[src/pucr_regs.svh]
// Register offsets, field positions, reset values and codes for the strap block
`ifndef PUCR_REGS_SVH
`define PUCR_REGS_SVH

`define PUCR_CTRL_OFS      12'h000
`define PUCR_STRAP_OFS     12'h004
`define PUCR_RATIO_OFS     12'h008
`define PUCR_STAT_OFS      12'h00C
`define PUCR_LCFG_OFS      12'h010
`define PUCR_DIS_OFS       12'h014

`define PUCR_LDIV_RESET    4'h2
`define PUCR_LDIV_MIN      4'h2
`define PUCR_PLAT_RESV     16'hC882
`define PUCR_CORE_RESV     8'h04
`define PUCR_ENG_RESV      5'h01
`define PUCR_PCI_DIS_BIT   0
`define PUCR_STAT_ERR_BIT  0
`define PUCR_STAT_LAT_BIT  1

`endif

[src/pucr_pkg.sv]
// Types shared by the strap block
package pucr_pkg;
  typedef enum logic [1:0]
  {
    PUCR_WAIT   = 2'b00,
    PUCR_SAMPLE = 2'b01,
    PUCR_HELD   = 2'b10
  } pucr_state_t;
endpackage

[src/pucr_clk_div.sv]
// Divides an enable pulse train into a clock output, high for divide/2 ticks (rounded down) of each period
`timescale 1ns/1ns
module pucr_clk_div
  import pucr_pkg::*;
#(
  parameter int WIDTH = 4
)
(
  input  wire logic             aclk,
  input  wire logic             aresetn,
  input  wire logic             ce,
  input  wire logic             tick,
  input  wire logic [WIDTH-1:0] divide,
  output logic                  clk_out
);
  initial
  begin
    if (WIDTH < 2)
      $error("pucr_clk_div: WIDTH too small");
  end

  logic [WIDTH-1:0] cnt_q;
  logic [WIDTH-1:0] cnt_d;
  logic             out_q;
  logic             out_d;
  logic [WIDTH-1:0] half;

  assign half = divide >> 1;

  always_comb
  begin
    cnt_d = cnt_q;
    out_d = out_q;
    if (tick)
    begin
      if (cnt_q == '0)
      begin
        out_d = 1'b1;
        cnt_d = cnt_q + 1'b1;
      end
      else if (cnt_q == half)
      begin
        out_d = 1'b0;
        cnt_d = (cnt_q + 1'b1 >= divide) ? '0 : cnt_q + 1'b1;
      end
      else
      begin
        cnt_d = (cnt_q + 1'b1 >= divide) ? '0 : cnt_q + 1'b1;
      end
    end
  end

  always_ff @(posedge aclk)
  begin
    if (!aresetn)
    begin
      cnt_q <= '0;
      out_q <= 1'b0;
    end
    else if (ce)
    begin
      cnt_q <= cnt_d;
      out_q <= out_d;
    end
  end

  assign clk_out = out_q;
endmodule

[src/pucr_straps.sv]
// Power-up strap capture, ratio decode and local clock divider control
`timescale 1ns/1ns
`include "pucr_regs.svh"
module pucr_straps
  import pucr_pkg::*;
#(
  parameter int DIV_W = 4
)
(
  input  wire logic        aclk,
  input  wire logic        aresetn,
  input  wire logic        ce,
  input  wire logic        hard_reset_n,
  input  wire logic [3:0]  platform_ratio_strap,
  input  wire logic        core_ratio_strap_bit0,
  input  wire logic        core_ratio_strap_bit1,
  input  wire logic        core_ratio_strap_bit2,
  input  wire logic [4:0]  engine_mult_strap,
  input  wire logic [1:0]  dram_type_strap_pins,
  input  wire logic        arb_internal_strap,
  input  wire logic        pci_async_strap,
  input  wire logic        platform_tick,
  input  wire logic        pci_ad_drive_req,
  output logic             local_bus_clock_out,
  output logic             mem_clock_out,
  output logic             pci_ad_oe,
  output logic [4:0]       plat_mult,
  output logic [3:0]       core_ratio_x2,
  output logic [4:0]       engine_mult,
  output logic             cfg_error,
  // AXI4-Lite slave
  input  wire logic [11:0] s_axi_awaddr,
  input  wire logic        s_axi_awvalid,
  output logic             s_axi_awready,
  input  wire logic [31:0] s_axi_wdata,
  input  wire logic [3:0]  s_axi_wstrb,
  input  wire logic        s_axi_wvalid,
  output logic             s_axi_wready,
  output logic [1:0]       s_axi_bresp,
  output logic             s_axi_bvalid,
  input  wire logic        s_axi_bready,
  input  wire logic [11:0] s_axi_araddr,
  input  wire logic        s_axi_arvalid,
  output logic             s_axi_arready,
  output logic [31:0]      s_axi_rdata,
  output logic [1:0]       s_axi_rresp,
  output logic             s_axi_rvalid,
  input  wire logic        s_axi_rready
);
  initial
  begin
    if (DIV_W < 4 || DIV_W > 8)
      $error("pucr_straps: DIV_W out of range");
  end

  // --------------------------------------------------------------
  // Strap capture
  // --------------------------------------------------------------
  pucr_state_t st_q;
  pucr_state_t st_d;
  logic [15:0] straps_q;
  logic [15:0] straps_d;
  logic [15:0] strap_pins;

  assign strap_pins = {arb_internal_strap, pci_async_strap,
                       dram_type_strap_pins, engine_mult_strap,
                       core_ratio_strap_bit0, core_ratio_strap_bit1,
                       core_ratio_strap_bit2, platform_ratio_strap};

  // Sample on the hard reset release; do not resample until aresetn returns the capture to PUCR_WAIT
  always_comb
  begin
    st_d     = st_q;
    straps_d = straps_q;
    unique case (st_q)
      PUCR_WAIT:
        if (!hard_reset_n)
          st_d = PUCR_SAMPLE;
      PUCR_SAMPLE:
        if (hard_reset_n)
        begin
          straps_d = strap_pins;
          st_d     = PUCR_HELD;
        end
      PUCR_HELD:
        st_d = PUCR_HELD;
      default:
        st_d = PUCR_WAIT;
    endcase
  end

  always_ff @(posedge aclk)
  begin
    if (!aresetn)
    begin
      st_q     <= PUCR_WAIT;
      straps_q <= 16'h0000;
    end
    else if (ce)
    begin
      st_q     <= st_d;
      straps_q <= straps_d;
    end
  end

  logic       latched;
  logic [3:0] plat_code;
  logic [2:0] core_code;
  logic [4:0] eng_code;

  assign latched   = (st_q == PUCR_HELD);
  assign plat_code = straps_q[3:0];
  assign core_code = straps_q[6:4];
  assign eng_code  = straps_q[11:7];

  // --------------------------------------------------------------
  // Ratio decode
  // --------------------------------------------------------------
  logic plat_resv;
  logic core_resv;
  logic eng_resv;

  always_comb
  begin
    plat_resv = 1'(`PUCR_PLAT_RESV >> plat_code);
    unique case (plat_code)
      4'h0:    plat_mult = 5'h10;
      4'hD:    plat_mult = 5'h14;
      default: plat_mult = plat_resv ? 5'h00 : {1'b0, plat_code};
    endcase
    core_resv = 1'(`PUCR_CORE_RESV >> core_code);
    unique case (core_code)
      3'h0:    core_ratio_x2 = 4'h8;
      3'h1:    core_ratio_x2 = 4'h9;
      3'h3:    core_ratio_x2 = 4'h3;
      3'h4:    core_ratio_x2 = 4'h4;
      3'h5:    core_ratio_x2 = 4'h5;
      3'h6:    core_ratio_x2 = 4'h6;
      3'h7:    core_ratio_x2 = 4'h7;
      default: core_ratio_x2 = 4'h0;
    endcase
    eng_resv = (eng_code == `PUCR_ENG_RESV);
    if (eng_code == 5'h00)
      engine_mult = 5'h10;
    else if (eng_resv)
      engine_mult = 5'h00;
    else
      engine_mult = eng_code;
  end

  assign cfg_error = latched & (plat_resv | core_resv | eng_resv);

  // --------------------------------------------------------------
  // Registers and clocks
  // --------------------------------------------------------------
  logic [DIV_W-1:0] ldiv_q;
  logic [DIV_W-1:0] ldiv_d;
  logic             pdis_q;
  logic             pdis_d;
  logic             mem_q;

  // Memory clock toggles every platform tick: half rate
  always_ff @(posedge aclk)
  begin
    if (!aresetn)
      mem_q <= 1'b0;
    else if (ce && platform_tick)
      mem_q <= ~mem_q;
  end
  assign mem_clock_out = mem_q;

  pucr_clk_div #(.WIDTH(DIV_W)) u_ldiv
  (
    .aclk    (aclk),
    .aresetn (aresetn),
    .ce      (ce),
    .tick    (platform_tick),
    .divide  (ldiv_q),
    .clk_out (local_bus_clock_out)
  );

  // Disabled block still drives when strapped as arbiter
  assign pci_ad_oe = (latched & straps_q[15]) |
                     (pci_ad_drive_req & ~pdis_q);

  // --------------------------------------------------------------
  // AXI4-Lite slave: one write, one read at a time
  // --------------------------------------------------------------
  logic        aw_q, w_q, bv_q, rv_q;
  logic        aw_d, w_d, bv_d, rv_d;
  logic [11:0] awa_q, awa_d;
  logic [31:0] wd_q, wd_d, rd_q, rd_d;
  logic [1:0]  br_q, br_d, rr_q, rr_d;

  assign s_axi_awready = ~aw_q & ~bv_q;
  assign s_axi_wready  = ~w_q & ~bv_q;
  assign s_axi_arready = ~rv_q;
  assign s_axi_bvalid  = bv_q;
  assign s_axi_bresp   = br_q;
  assign s_axi_rvalid  = rv_q;
  assign s_axi_rdata   = rd_q;
  assign s_axi_rresp   = rr_q;

  always_comb
  begin
    aw_d = aw_q;  w_d = w_q;  bv_d = bv_q;  rv_d = rv_q;
    awa_d = awa_q;  wd_d = wd_q;  br_d = br_q;
    rd_d = rd_q;  rr_d = rr_q;
    ldiv_d = ldiv_q;  pdis_d = pdis_q;
    if (s_axi_awvalid && s_axi_awready)
    begin
      aw_d  = 1'b1;
      awa_d = s_axi_awaddr;
    end
    if (s_axi_wvalid && s_axi_wready)
    begin
      w_d  = 1'b1;
      wd_d = s_axi_wdata;
    end
    if (aw_q && w_q)
    begin
      aw_d = 1'b0;
      w_d  = 1'b0;
      bv_d = 1'b1;
      br_d = 2'b00;
      if (awa_q == `PUCR_LCFG_OFS)
      begin
        if (wd_q[DIV_W-1:0] >= DIV_W'(`PUCR_LDIV_MIN))
          ldiv_d = wd_q[DIV_W-1:0];
      end
      else if (awa_q == `PUCR_DIS_OFS)
        pdis_d = wd_q[`PUCR_PCI_DIS_BIT];
      else
        br_d = 2'b10;
    end
    if (bv_q && s_axi_bready)
      bv_d = 1'b0;
    if (s_axi_arvalid && s_axi_arready)
    begin
      rv_d = 1'b1;
      rr_d = 2'b00;
      unique case (s_axi_araddr)
        `PUCR_CTRL_OFS:  rd_d = {30'h0, latched, cfg_error};
        `PUCR_STRAP_OFS: rd_d = {16'h0, straps_q};
        `PUCR_RATIO_OFS: rd_d = {15'h0, engine_mult, core_ratio_x2,
                                 3'h0, plat_mult};
        `PUCR_STAT_OFS:  rd_d = {30'h0, latched, cfg_error};
        `PUCR_LCFG_OFS:  rd_d = 32'(ldiv_q);
        `PUCR_DIS_OFS:   rd_d = {31'h0, pdis_q};
        default:
        begin
          rd_d = 32'h0000_0000;
          rr_d = 2'b10;
        end
      endcase
    end
    else if (rv_q && s_axi_rready)
      rv_d = 1'b0;
  end

  always_ff @(posedge aclk)
  begin
    if (!aresetn)
    begin
      aw_q <= 1'b0;  w_q <= 1'b0;  bv_q <= 1'b0;  rv_q <= 1'b0;
      awa_q <= 12'h000;  wd_q <= 32'h0;  br_q <= 2'b00;
      rd_q <= 32'h0;  rr_q <= 2'b00;
      ldiv_q <= DIV_W'(`PUCR_LDIV_RESET);
      pdis_q <= 1'b0;
    end
    else if (ce)
    begin
      aw_q <= aw_d;  w_q <= w_d;  bv_q <= bv_d;  rv_q <= rv_d;
      awa_q <= awa_d;  wd_q <= wd_d;  br_q <= br_d;
      rd_q <= rd_d;  rr_q <= rr_d;
      ldiv_q <= ldiv_d;
      pdis_q <= pdis_d;
    end
  end

  // --------------------------------------------------------------
  // Checks
  // --------------------------------------------------------------
  property p_hold_straps;
    @(posedge aclk) disable iff (!aresetn)
    (latched && ce) |=> (latched && $stable(straps_q));
  endproperty
  a_hold_straps: assert property (p_hold_straps)
    else $error("straps changed after latch");

  property p_plat_zero;
    @(posedge aclk) disable iff (!aresetn)
    (plat_code == 4'h0) |-> (plat_mult == 5'h10);
  endproperty
  a_plat_zero: assert property (p_plat_zero)
    else $error("platform code zero not sixteen");

  property p_plat_resv;
    @(posedge aclk) disable iff (!aresetn)
    (latched && plat_code == 4'hB) |-> cfg_error;
  endproperty
  a_plat_resv: assert property (p_plat_resv)
    else $error("reserved platform code not flagged");

  property p_core_resv;
    @(posedge aclk) disable iff (!aresetn)
    (latched && core_code == 3'h2) |-> cfg_error;
  endproperty
  a_core_resv: assert property (p_core_resv)
    else $error("reserved core code not flagged");

  property p_core_four;
    @(posedge aclk) disable iff (!aresetn)
    (core_code == 3'h0) |-> (core_ratio_x2 == 4'h8);
  endproperty
  a_core_four: assert property (p_core_four)
    else $error("core code zero wrong");

  property p_eng;
    @(posedge aclk) disable iff (!aresetn)
    (eng_code > 5'h01) |-> (engine_mult == eng_code);
  endproperty
  a_eng: assert property (p_eng)
    else $error("engine multiplier wrong");

  property p_mem_half;
    @(posedge aclk) disable iff (!aresetn)
    // A tick on the last reset edge must not count: reset wins there
    (aresetn && ce && platform_tick) |=> (mem_q != $past(mem_q));
  endproperty
  a_mem_half: assert property (p_mem_half)
    else $error("memory clock did not toggle");

  property p_arb_drive;
    @(posedge aclk) disable iff (!aresetn)
    (latched && straps_q[15]) |-> pci_ad_oe;
  endproperty
  a_arb_drive: assert property (p_arb_drive)
    else $error("arbiter stopped driving");

  property p_ldiv_min;
    @(posedge aclk) disable iff (!aresetn)
    ldiv_q >= DIV_W'(`PUCR_LDIV_MIN);
  endproperty
  a_ldiv_min: assert property (p_ldiv_min)
    else $error("divider below minimum");
endmodule

[config.mk]
export PLATFORM = sky130hd
export DESIGN_NAME = pucr_straps
export DESIGN_NICKNAME = d
export VERILOG_FILES = /design/src/pucr_pkg.sv /design/src/pucr_clk_div.sv /design/src/pucr_straps.sv
export VERILOG_INCLUDE_DIRS = /design/src
export SDC_FILE = /design/constraint.sdc
export NUM_CORES = 1
export LEC_CHECK = 0
export ABC_CLOCK_PERIOD_IN_PS = 2500
export BUFFER_PORTS_ARGS = -buffer_cell sky130_fd_sc_hd__buf_2
export CORE_UTILIZATION = 25
export CTS_BUF_LIST = sky130_fd_sc_hd__clkbuf_4 sky130_fd_sc_hd__clkbuf_8 sky130_fd_sc_hd__clkbuf_16
export DETAILED_ROUTE_END_ITERATION = 7
export GPL_TIMING_DRIVEN = 0
export PLACE_DENSITY_LB_ADDON = 0.3
export RECOVER_POWER = 50
export SETUP_SLACK_MARGIN = 0.3
export SYNTH_ARGS = -nofsm -noshare
export SYNTH_HDL_FRONTEND = slang
export SYNTH_SLANG_ARGS = --single-unit
[constraint.sdc]
create_clock -name aclk -period 2.5 [get_ports aclk]
set_clock_uncertainty 0.1 [all_clocks]
set_input_delay 0 -clock aclk [delete_from_list [all_inputs] [get_ports aclk]]
set_output_delay 0 -clock aclk [all_outputs]
set_load 0.01 [all_outputs]
==> results of run 1 <==
## worst max-delay path, cell delays in order (launching register included)
cell and delay, ps:
dfxtp_4 370, ha_4 170, xor2_1 140, ha_1 260, or2_1 230, a21oi_2 180, a211oi_2 80, or3_1 360
a21boi_1 120
## through the flow
stage / instances / total power [W] / setup slack [ps] / cell area, um^2 / util (%)
after floorplan: 450 / 0.00136 / 448 / 3650 / -
after global placement: 722 / 0.00147 / 306 / 4330 / 31.1
after detailed placement: 722 / 0.00148 / 247 / 4330 / 31.1
after CTS: 774 / 0.00284 / 317 / 5010 / 36.0
after global routing: 774 / 0.00293 / 303 / 4990 / 35.8
final: 774 / 0.00281 / 418 / 4990 / 35.8
## kinds of logic after synthesis
family,synth area share (%)
buffers and inverters,8.72
multiplexers,1.71
flip-flops,38.0
XOR/XNOR,1.71
AO/OA/AOI/OAI,20.1
adder cells (fa/ha/maj),3.73
other,0.105
AND/OR/NAND/NOR,26.0
## metal layers
layer / global-route usage (%) / up-vias / wire, um
li1: - / 1765 / -
met1: 18.2 / 1588 / 4780
met2: 23.4 / 85 / 4910
met3: 3.14 / 16 / 447
met4: 5.79 / 0 / 170
met5: 0 / - / 0
## final timing paths
path	from	end	slack, ps	depth (start not counted)
worst min register to register	s_axi_rdata[4]	s_axi_rdata[4]	350	2
worst min-delay path	s_axi_araddr[4]	s_axi_rresp[1]	30	3
worst max-delay path	u_ldiv.cnt_q[0]	u_ldiv.cnt_q[0]	420	8
worst max register to register	u_ldiv.cnt_q[0]	u_ldiv.cnt_q[0]	420	8
## registers in the layout, summed over array words and instances, names as in the netlist
signal / cells
pdis_q: 1
wd_q: 4
ldiv_q: 4
s_axi_rresp: 1
s_axi_bvalid: 1
st_q: 2
s_axi_rvalid: 1
s_axi_rdata: 17
aw_q: 1
straps_q: 16
mem_clock_out: 1
u_ldiv.clk_out: 1
u_ldiv.cnt_q: 4
w_q: 1
s_axi_bresp: 1
awa_q: 12
## timing repair
item / in CTS / in global routing
setup endpoints to repair: 1 / 3
endpoints found under the hold margin: 37 / 0
hold buffers: 36 / 0
gates resized for setup: 4 / 5
## cells in the final DEF (no fill, tap or decap), types with 10 or more instances in the layout
cell type / count
buf_4: 17
nand2_1: 88
nand3_1: 12
a21boi_0: 13
nor2b_1: 13
inv_1: 15
dlygate4sd3_1: 36
a21oi_1: 13
conb_1: 17
dfxtp_1: 66
o21ai_1: 14
a21boi_1: 21
buf_2: 63
clkbuf_1: 57
nor2_1: 10
o21ai_0: 11
## power breakdown
group	switching [W]	internal, W
registers	0.0000296	0.00112
clock network	0.000484	0.000828
logic	0.000180	0.000169
## area by class of cell
cell class | count | area [um^2] | share of cell area [%]
clock buffer | 11 | 253 | 5.06
inverter | 15 | 56.3 | 1.13
clock inverter | 5 | 58.8 | 1.18
multi-input combinational | 319 | 2000 | 40.0
tap | 180 | 225 | 4.51
buffer | 48 | 258 | 5.16
timing repair buffer | 128 | 779 | 15.6
sequential | 68 | 1370 | 27.4
==> results.json, run 1 <==
{
  "outcome": "finished, final reports clean",
  "peakVddDrop_v": 0.000262,
  "synthCells": 434,
  "p_leak_nw": 1.97,
  "dp_hpwl_mm": 7.91,
  "start_util_pct": 25.7,
  "ant_nets": 0,
  "worst-path-max-fanout": 7,
  "vias": 3454,
  "hold_viol": 0,
  "clock_latency_ps": 330,
  "synth_warnings": 0,
  "avgViaCountPerCell": 4.46,
  "finalMaxSlewViolations": 0,
  "clk_path_buf_depth": 2,
  "root_buffer": "clkbuf_16",
  "synth_edf_count": 0,
  "yosysTopAreaCell": "dfxtp_1",
  "synth.distinct_cells": 68,
  "grt_pass1_wl_mm": 16.3,
  "syn_area_per_cell_um2": 8.26,
  "startpoint_type": "flip-flop",
  "cts_tree": "built",
  "timing.hold.ws_ps": 26.4,
  "dieArea_um2": 14800,
  "cp-end-kind": "flip-flop",
  "hold_path.class": "primary input to flip-flop",
  "ys_ff_latch": 68,
  "maxCapViolCount": 0,
  "port_buffers": 92,
  "power_density_nw_per_um2": 562,
  "worstSetupPathType": "flip-flop to flip-flop",
  "die_y_um": 122,
  "drc": 0,
  "worst_pin_slew_ps": 661,
  "core_area_um2": 13900,
  "synthFlopType": "dfxtp_1",
  "period_share_pct": 83.3,
  "wl_per_cell_um": 13.3,
  "crit_required_ps": 2650,
  "yosysSeqAreaShare_pct": 38.0,
  "arrival_ps": 2240,
  "syn_area_um2": 3590,
  "max_freq_ghz": 0.480,
  "grt_max_degree": 13,
  "grt_pass1_vias": 3251,
  "cts.sinks": 68,
  "grt.total_usage_pct": 14.3,
  "synthTopCellsByCount": "nand2_1 (88), dfxtp_1 (68), a21boi_1 (34)",
  "drt_iter0_drc": 173,
  "clk_pin_slew_ps": 50,
  "dr.pass1.iters": 4,
  "cts_made_buffers": 9,
  "grt_overflow": 0,
  "syn_to_final_growth_pct": 39.3,
  "drive_gt1_share_pct": 20.7,
  "rsz0062_at_grt": "no",
  "htreeDepth": 3,
  "synth_most_common_cell": "nand2_1",
  "rows": 43,
  "gp_congestion": 0.811,
  "routed_wl_mm": 10.3,
  "diodes": 0,
  "die_x_um": 122,
  "synth_top_area_share_pct": 38.0,
  "async_flop_share_pct": 0,
  "fin_setup_tns_ps": 0,
  "final_nets": 685,
  "fin_crit_ps": 2080,
  "slew_headroom_pct": 55.5,
  "fillers": 1469,
  "synth_area_leaders": "dfxtp_1 (38%), nand2_1 (9.2%), a21boi_1 (7.1%)",
  "setup_viol": 0,
  "post_cts_buffers": 0,
  "ios": 146,
  "antenna_found_initial": 0
}
(Power assumes the default switching activity.)
==> run 2, diff against run 1 <==
Settings changed: ABC_CLOCK_PERIOD_IN_PS 2500 to 2000.
Clock period 2.5 ns to 2 ns, I/O delays scaled along.
==> results.json, run 2 (synthesis gave the netlist of run 1 again) <==
{
  "cts_made_buffers": 9,
  "diodes": 0,
  "crit_required_ps": 2150,
  "grt_max_degree": 13,
  "clk_path_buf_depth": 2,
  "avgViaCountPerCell": 4.57,
  "cts_tree": "built",
  "worstReg2RegEnd": "u_ldiv.cnt_q[0]",
  "critPathTopFamily": "simple AND/OR/NAND/NOR gates",
  "ios": 146,
  "start_util_pct": 25.7,
  "grt_overflow": 0,
  "p_leak_nw": 2.09,
  "syn_to_final_growth_pct": 46.0,
  "finalMaxSlewViolations": 0,
  "ant_nets": 0,
  "routed_wl_mm": 10.9,
  "port_buffers": 92,
  "layout_commonest_cell": "nand2_1",
  "instances_no_fill": 787,
  "dp_hpwl_mm": 7.99,
  "fin_crit_ps": 2040,
  "die_x_um": 122,
  "rows": 43,
  "slew_headroom_pct": 54.6,
  "grt_pass1_wl_mm": 16.8,
  "antenna_found_initial": 0,
  "rsz0062_at_grt": "yes",
  "core_area_um2": 13900,
  "worstSetupPathType": "flip-flop to flip-flop",
  "violations": "negative setup slack",
  "wl_per_cell_um": 13.8,
  "final_cell_mix": "nand2_1 (88), dfxtp_1 (64), buf_2 (60), clkbuf_1 (52), dlygate4sd3_1 (36)",
  "cts.sinks": 68,
  "largest_reg_flops": 17,
  "worst-path-max-fanout": 5,
  "max_freq_ghz": 0.489,
  "grt_pass1_vias": 3362,
  "hold_viol": 0,
  "cp-end-kind": "flip-flop",
  "placed_cell_area_um2": 4360,
  "clk_pin_slew_ps": 60,
  "wl_met2_mm": 5.45,
  "drc": 0,
  "grt.total_usage_pct": 14.7,
  "dieArea_um2": 14800,
  "timing.rr.start": "u_ldiv.cnt_q[0]",
  "htreeDepth": 3,
  "period_share_pct": 102,
  "gp_congestion": 0.829,
  "final_nets": 698,
  "wl_met1_mm": 4.80,
  "startpoint_type": "flip-flop",
  "dr_wl_met3_um": 472,
  "setup_viol": 1,
  "r2r_cells": 8,
  "power_density_nw_per_um2": 696,
  "path_cells": "ha_4 > xor2_2 > ha_1 > or2_1 > a21oi_2 > a211oi_2 > or3_1 > a21boi_1",
  "hold-path-cell-count": 2,
  "min_to": "straps_q[12]",
  "cp_slowest_stage_delay_ps": 370,
  "dr.pass1.iters": 4,
  "clock_latency_ps": 330,
  "reg2reg_slack_ps": -40,
  "place_inst": 722,
  "hold_path.startpoint": "aresetn",
  "stdcell_area_um2": 5240,
  "arrival_ps": 2200,
  "root_buffer": "clkbuf_16",
  "hold_path.class": "primary input to flip-flop",
  "vias": 3595,
  "drive_gt1_share_pct": 25.7,
  "die_y_um": 122,
  "outcome": "complete, but fails checks",
  "drt_iter0_drc": 148,
  "top_layer_used": "met4",
  "peakVddDrop_v": 0.000401,
  "maxCapViolCount": 0,
  "setup_slack_ps": -43.5,
  "cp_num_buf_inv": 0,
  "worst_pin_slew_ps": 675,
  "crit_slowest_cell": "dfxtp_4"
}
## run 2: cell types whose count changed in the layout (fill, tap and decap cells not counted), sizes merged
cell / change
buf: +15
clkbuf: -3
bufinv: +1
clkinv: +1
clkinvlp: -1
## run 2: power breakdown
part           switching (W)  internal, W
Combinational       0.000246     0.000241
Clock               0.000597      0.00112
Sequential         0.0000361      0.00140
Total               0.000879      0.00276
## run 2: final cells by class
cell class                 count  area, um^2
buffer                        48         284
fill                        1446        8700
timing repair buffer         141         892
tap                          180         225
inverter                      15        56.3
multi-input combinational    319        2080
clock buffer                  10         239
sequential                    68        1370
clock inverter                 6        86.3
## run 2: what timing repair did
| item | CTS | global route |
|---|---|---|
| endpoints found under the hold margin | 37 | 0 |
| gates resized for setup | 23 | 23 |
| setup buffers | 10 | 3 |
| cloned | 0 | 0 |
| pin swaps | 8 | 6 |
| endpoints found under the setup margin | 25 | 24 |
| hold buffers | 36 | 0 |
## run 2: how the worst max path moves through the flow
stage               startpoint         endpoint  slack, ps  cells after the start
3_5_place_dp   u_ldiv.cnt_q[2]  u_ldiv.cnt_q[0]       -120                      9
2_1_floorplan  u_ldiv.cnt_q[0]  u_ldiv.cnt_q[0]         70                      8
6_report       u_ldiv.cnt_q[0]  u_ldiv.cnt_q[0]        -40                      8
3_3_place_gp   u_ldiv.cnt_q[2]  u_ldiv.cnt_q[0]        -70                      9
4_1_cts        u_ldiv.cnt_q[0]  u_ldiv.cnt_q[0]        -50                      8
5_1_grt        u_ldiv.cnt_q[0]  u_ldiv.cnt_q[0]       -130                      8
## run 2: through the flow
stage / TNS (ps) / power (W) / util (%) / setup slack (ps) / hold slack, ps
final: -43.5 / 0.00364 / 37.6 / -43.5 / 31.4
after global routing: -313 / 0.00379 / 37.6 / -134 / 59.9
after CTS: -52.6 / 0.00367 / 37.3 / -52.6 / 20.9
after detailed placement: -174 / 0.00186 / 31.3 / -117 / 149
after global placement: -66.5 / 0.00185 / 31.3 / -66.5 / 142
after floorplan: 0 / 0.00171 / - / 70.4 / 34.8
## run 2: per-layer routing
| metal | GRT usage (%) | up-vias |
|---|---|---|
| li1 | - | 1792 |
| met1 | 18.6 | 1683 |
| met2 | 24.9 | 109 |
| met3 | 2.95 | 11 |
| met4 | 4.63 | 0 |
| met5 | 0 | - |
## run 2: worst reg2reg max path: cells and delay by family (launching register included)
family	cells	cell delay, ps
AOI/OAI and AO/OA	3	350
xor gates and xnor gates	1	140
adders and majority gates	2	430
DFF	1	370
and+or+nand+nor	2	580
==> run 3, diff against run 2 <==
Settings changed: TNS_END_PERCENT set to 1.
==> results.json, run 3 (synthesis gave the netlist of run 1 again) <==
{
  "outcome": "complete, but fails checks",
  "violations": "negative setup slack",
  "timing.hold.ws_ps": 18.1,
  "dr_wl_met3_um": 410,
  "startpoint_type": "flip-flop",
  "maxCapViolCount": 0,
  "grt.total_usage_pct": 14.5,
  "min_to": "ldiv_q[0]",
  "cp_num_buf_inv": 0,
  "slew_headroom_pct": 54.4,
  "cts.sinks": 68,
  "place_inst": 722,
  "fillers": 1458,
  "hold_viol": 0,
  "setup_viol": 2,
  "instances_no_fill": 776,
  "port_buffers": 92,
  "core_area_um2": 13900,
  "top_layer_used": "met4",
  "grt_pass1_wl_mm": 16.3,
  "cts_tree": "built",
  "period_share_pct": 103,
  "grt_max_degree": 13,
  "cp_slowest_stage_delay_ps": 370,
  "finalMaxSlewViolations": 0,
  "ant_nets": 0,
  "grt_pass1_vias": 3359,
  "rows": 43,
  "antenna_found_initial": 0,
  "final_cell_mix": "nand2_1 (88), dfxtp_1 (63), buf_2 (61), clkbuf_1 (52), dlygate4sd3_1 (36)",
  "clk_path_buf_depth": 2,
  "power_density_nw_per_um2": 684,
  "crit_required_ps": 2160,
  "critPathTopFamily": "simple AND/OR/NAND/NOR gates",
  "routed_wl_mm": 10.4,
  "vias": 3508,
  "grt_overflow": 0,
  "timing.rr.start": "u_ldiv.cnt_q[1]",
  "drc": 0,
  "root_buffer": "clkbuf_16",
  "rsz0062_at_grt": "yes",
  "setup_slack_ps": -63.2,
  "wl_per_cell_um": 13.4,
  "wl_met2_mm": 5.07,
  "path_cells": "ha_4 > xor2_1 > ha_1 > or2_1 > a21oi_2 > a211oi_2 > or3_1 > a21boi_1",
  "layout_commonest_cell": "nand2_1",
  "hold_path.class": "primary input to flip-flop",
  "max_freq_ghz": 0.485,
  "die_x_um": 122,
  "htreeDepth": 3,
  "ios": 146,
  "fin_crit_ps": 2060,
  "worst_pin_slew_ps": 678,
  "worstReg2RegEnd": "u_ldiv.cnt_q[0]",
  "clk_pin_slew_ps": 60,
  "r2r_cells": 8,
  "drive_gt1_share_pct": 24.0,
  "die_y_um": 122,
  "dp_hpwl_mm": 7.92,
  "cp-end-kind": "flip-flop",
  "peakVddDrop_v": 0.000255,
  "diodes": 0,
  "cts_made_buffers": 9,
  "final_nets": 687,
  "arrival_ps": 2220,
  "p_leak_nw": 2.01,
  "dieArea_um2": 14800,
  "clock_latency_ps": 330,
  "reg2reg_slack_ps": -60,
  "hold-path-cell-count": 3,
  "largest_reg_flops": 17,
  "dr.pass1.iters": 4,
  "gp_congestion": 0.818,
  "worst-path-max-fanout": 5,
  "crit_slowest_cell": "or3_1",
  "hold_path.startpoint": "aresetn",
  "worstSetupPathType": "flip-flop to flip-flop",
  "syn_to_final_growth_pct": 42.6,
  "start_util_pct": 25.7,
  "avgViaCountPerCell": 4.52,
  "drt_iter0_drc": 155,
  "wl_met1_mm": 4.69
}
==> run 3: routing by layer <==
| metal | global-route usage [%] | vias up |
|---|---|---|
| met4 | 6.56 | 0 |
| met2 | 24.2 | 86 |
| met5 | 0 | - |
| met1 | 17.4 | 1637 |
| met3 | 3.65 | 14 |
| li1 | - | 1771 |
==> run 3: worst max-delay path by stage <==
| stage | slack [ps] | startpoint | cells past startpoint | end |
|---|---|---|---|---|
| after global routing | -140 | u_ldiv.cnt_q[1] | 8 | u_ldiv.cnt_q[0] |
| after global placement | -50 | u_ldiv.cnt_q[2] | 9 | u_ldiv.cnt_q[0] |
| after CTS | -80 | u_ldiv.cnt_q[1] | 8 | u_ldiv.cnt_q[0] |
| final | -60 | u_ldiv.cnt_q[1] | 8 | u_ldiv.cnt_q[0] |
| after floorplan | 70 | u_ldiv.cnt_q[0] | 8 | u_ldiv.cnt_q[0] |
| after detailed placement | -120 | u_ldiv.cnt_q[2] | 9 | u_ldiv.cnt_q[0] |
==> run 3: repair_timing <==
item	4_1_cts	5_1_grt
buffers inserted	2	0
pin swaps	13	18
resized for setup	21	22
gates cloned	0	0
hold buffers	36	0
endpoints found under the setup margin	27	26
hold endpoints to repair	37	0
==> run 3: layout make-up <==
class | instances | area [um^2] | area share (%)
multi-input combinational | 319 | 2070 | 40.6
timing repair buffer | 130 | 808 | 15.8
inverter | 15 | 56.3 | 1.10
clock inverter | 6 | 63.8 | 1.25
buffer | 48 | 273 | 5.34
tap | 180 | 225 | 4.41
sequential | 68 | 1370 | 26.8
clock buffer | 10 | 239 | 4.67
==> run 3: through the flow <==
stage	total power, W	cell area (um^2)	utilization (%)	setup slack [ps]	TNS [ps]
finish	0.00349	5110	36.7	-63.2	-77.2
global route	0.00364	5110	36.7	-136	-311
CTS	0.00353	5100	36.6	-76.9	-96.5
detailed placement	0.00185	4360	31.3	-121	-122
global placement	0.00184	4360	31.3	-54.5	-54.5
floorplan	0.00170	3670	-	70.4	0
==> run 3: worst min-delay path, stage by stage <==
cell,delay [ps]
clkbuf_1,220
nand2_1,140
o21ai_1,50
==> run 3: where the power goes <==
part | internal, W | switching, W | leakage [nW]
combinational | 0.000225 | 0.000237 | 1.31
clock | 0.000995 | 0.000601 | 0.144
sequential | 0.00140 | 0.0000384 | 0.554
total | 0.00262 | 0.000877 | 2.01
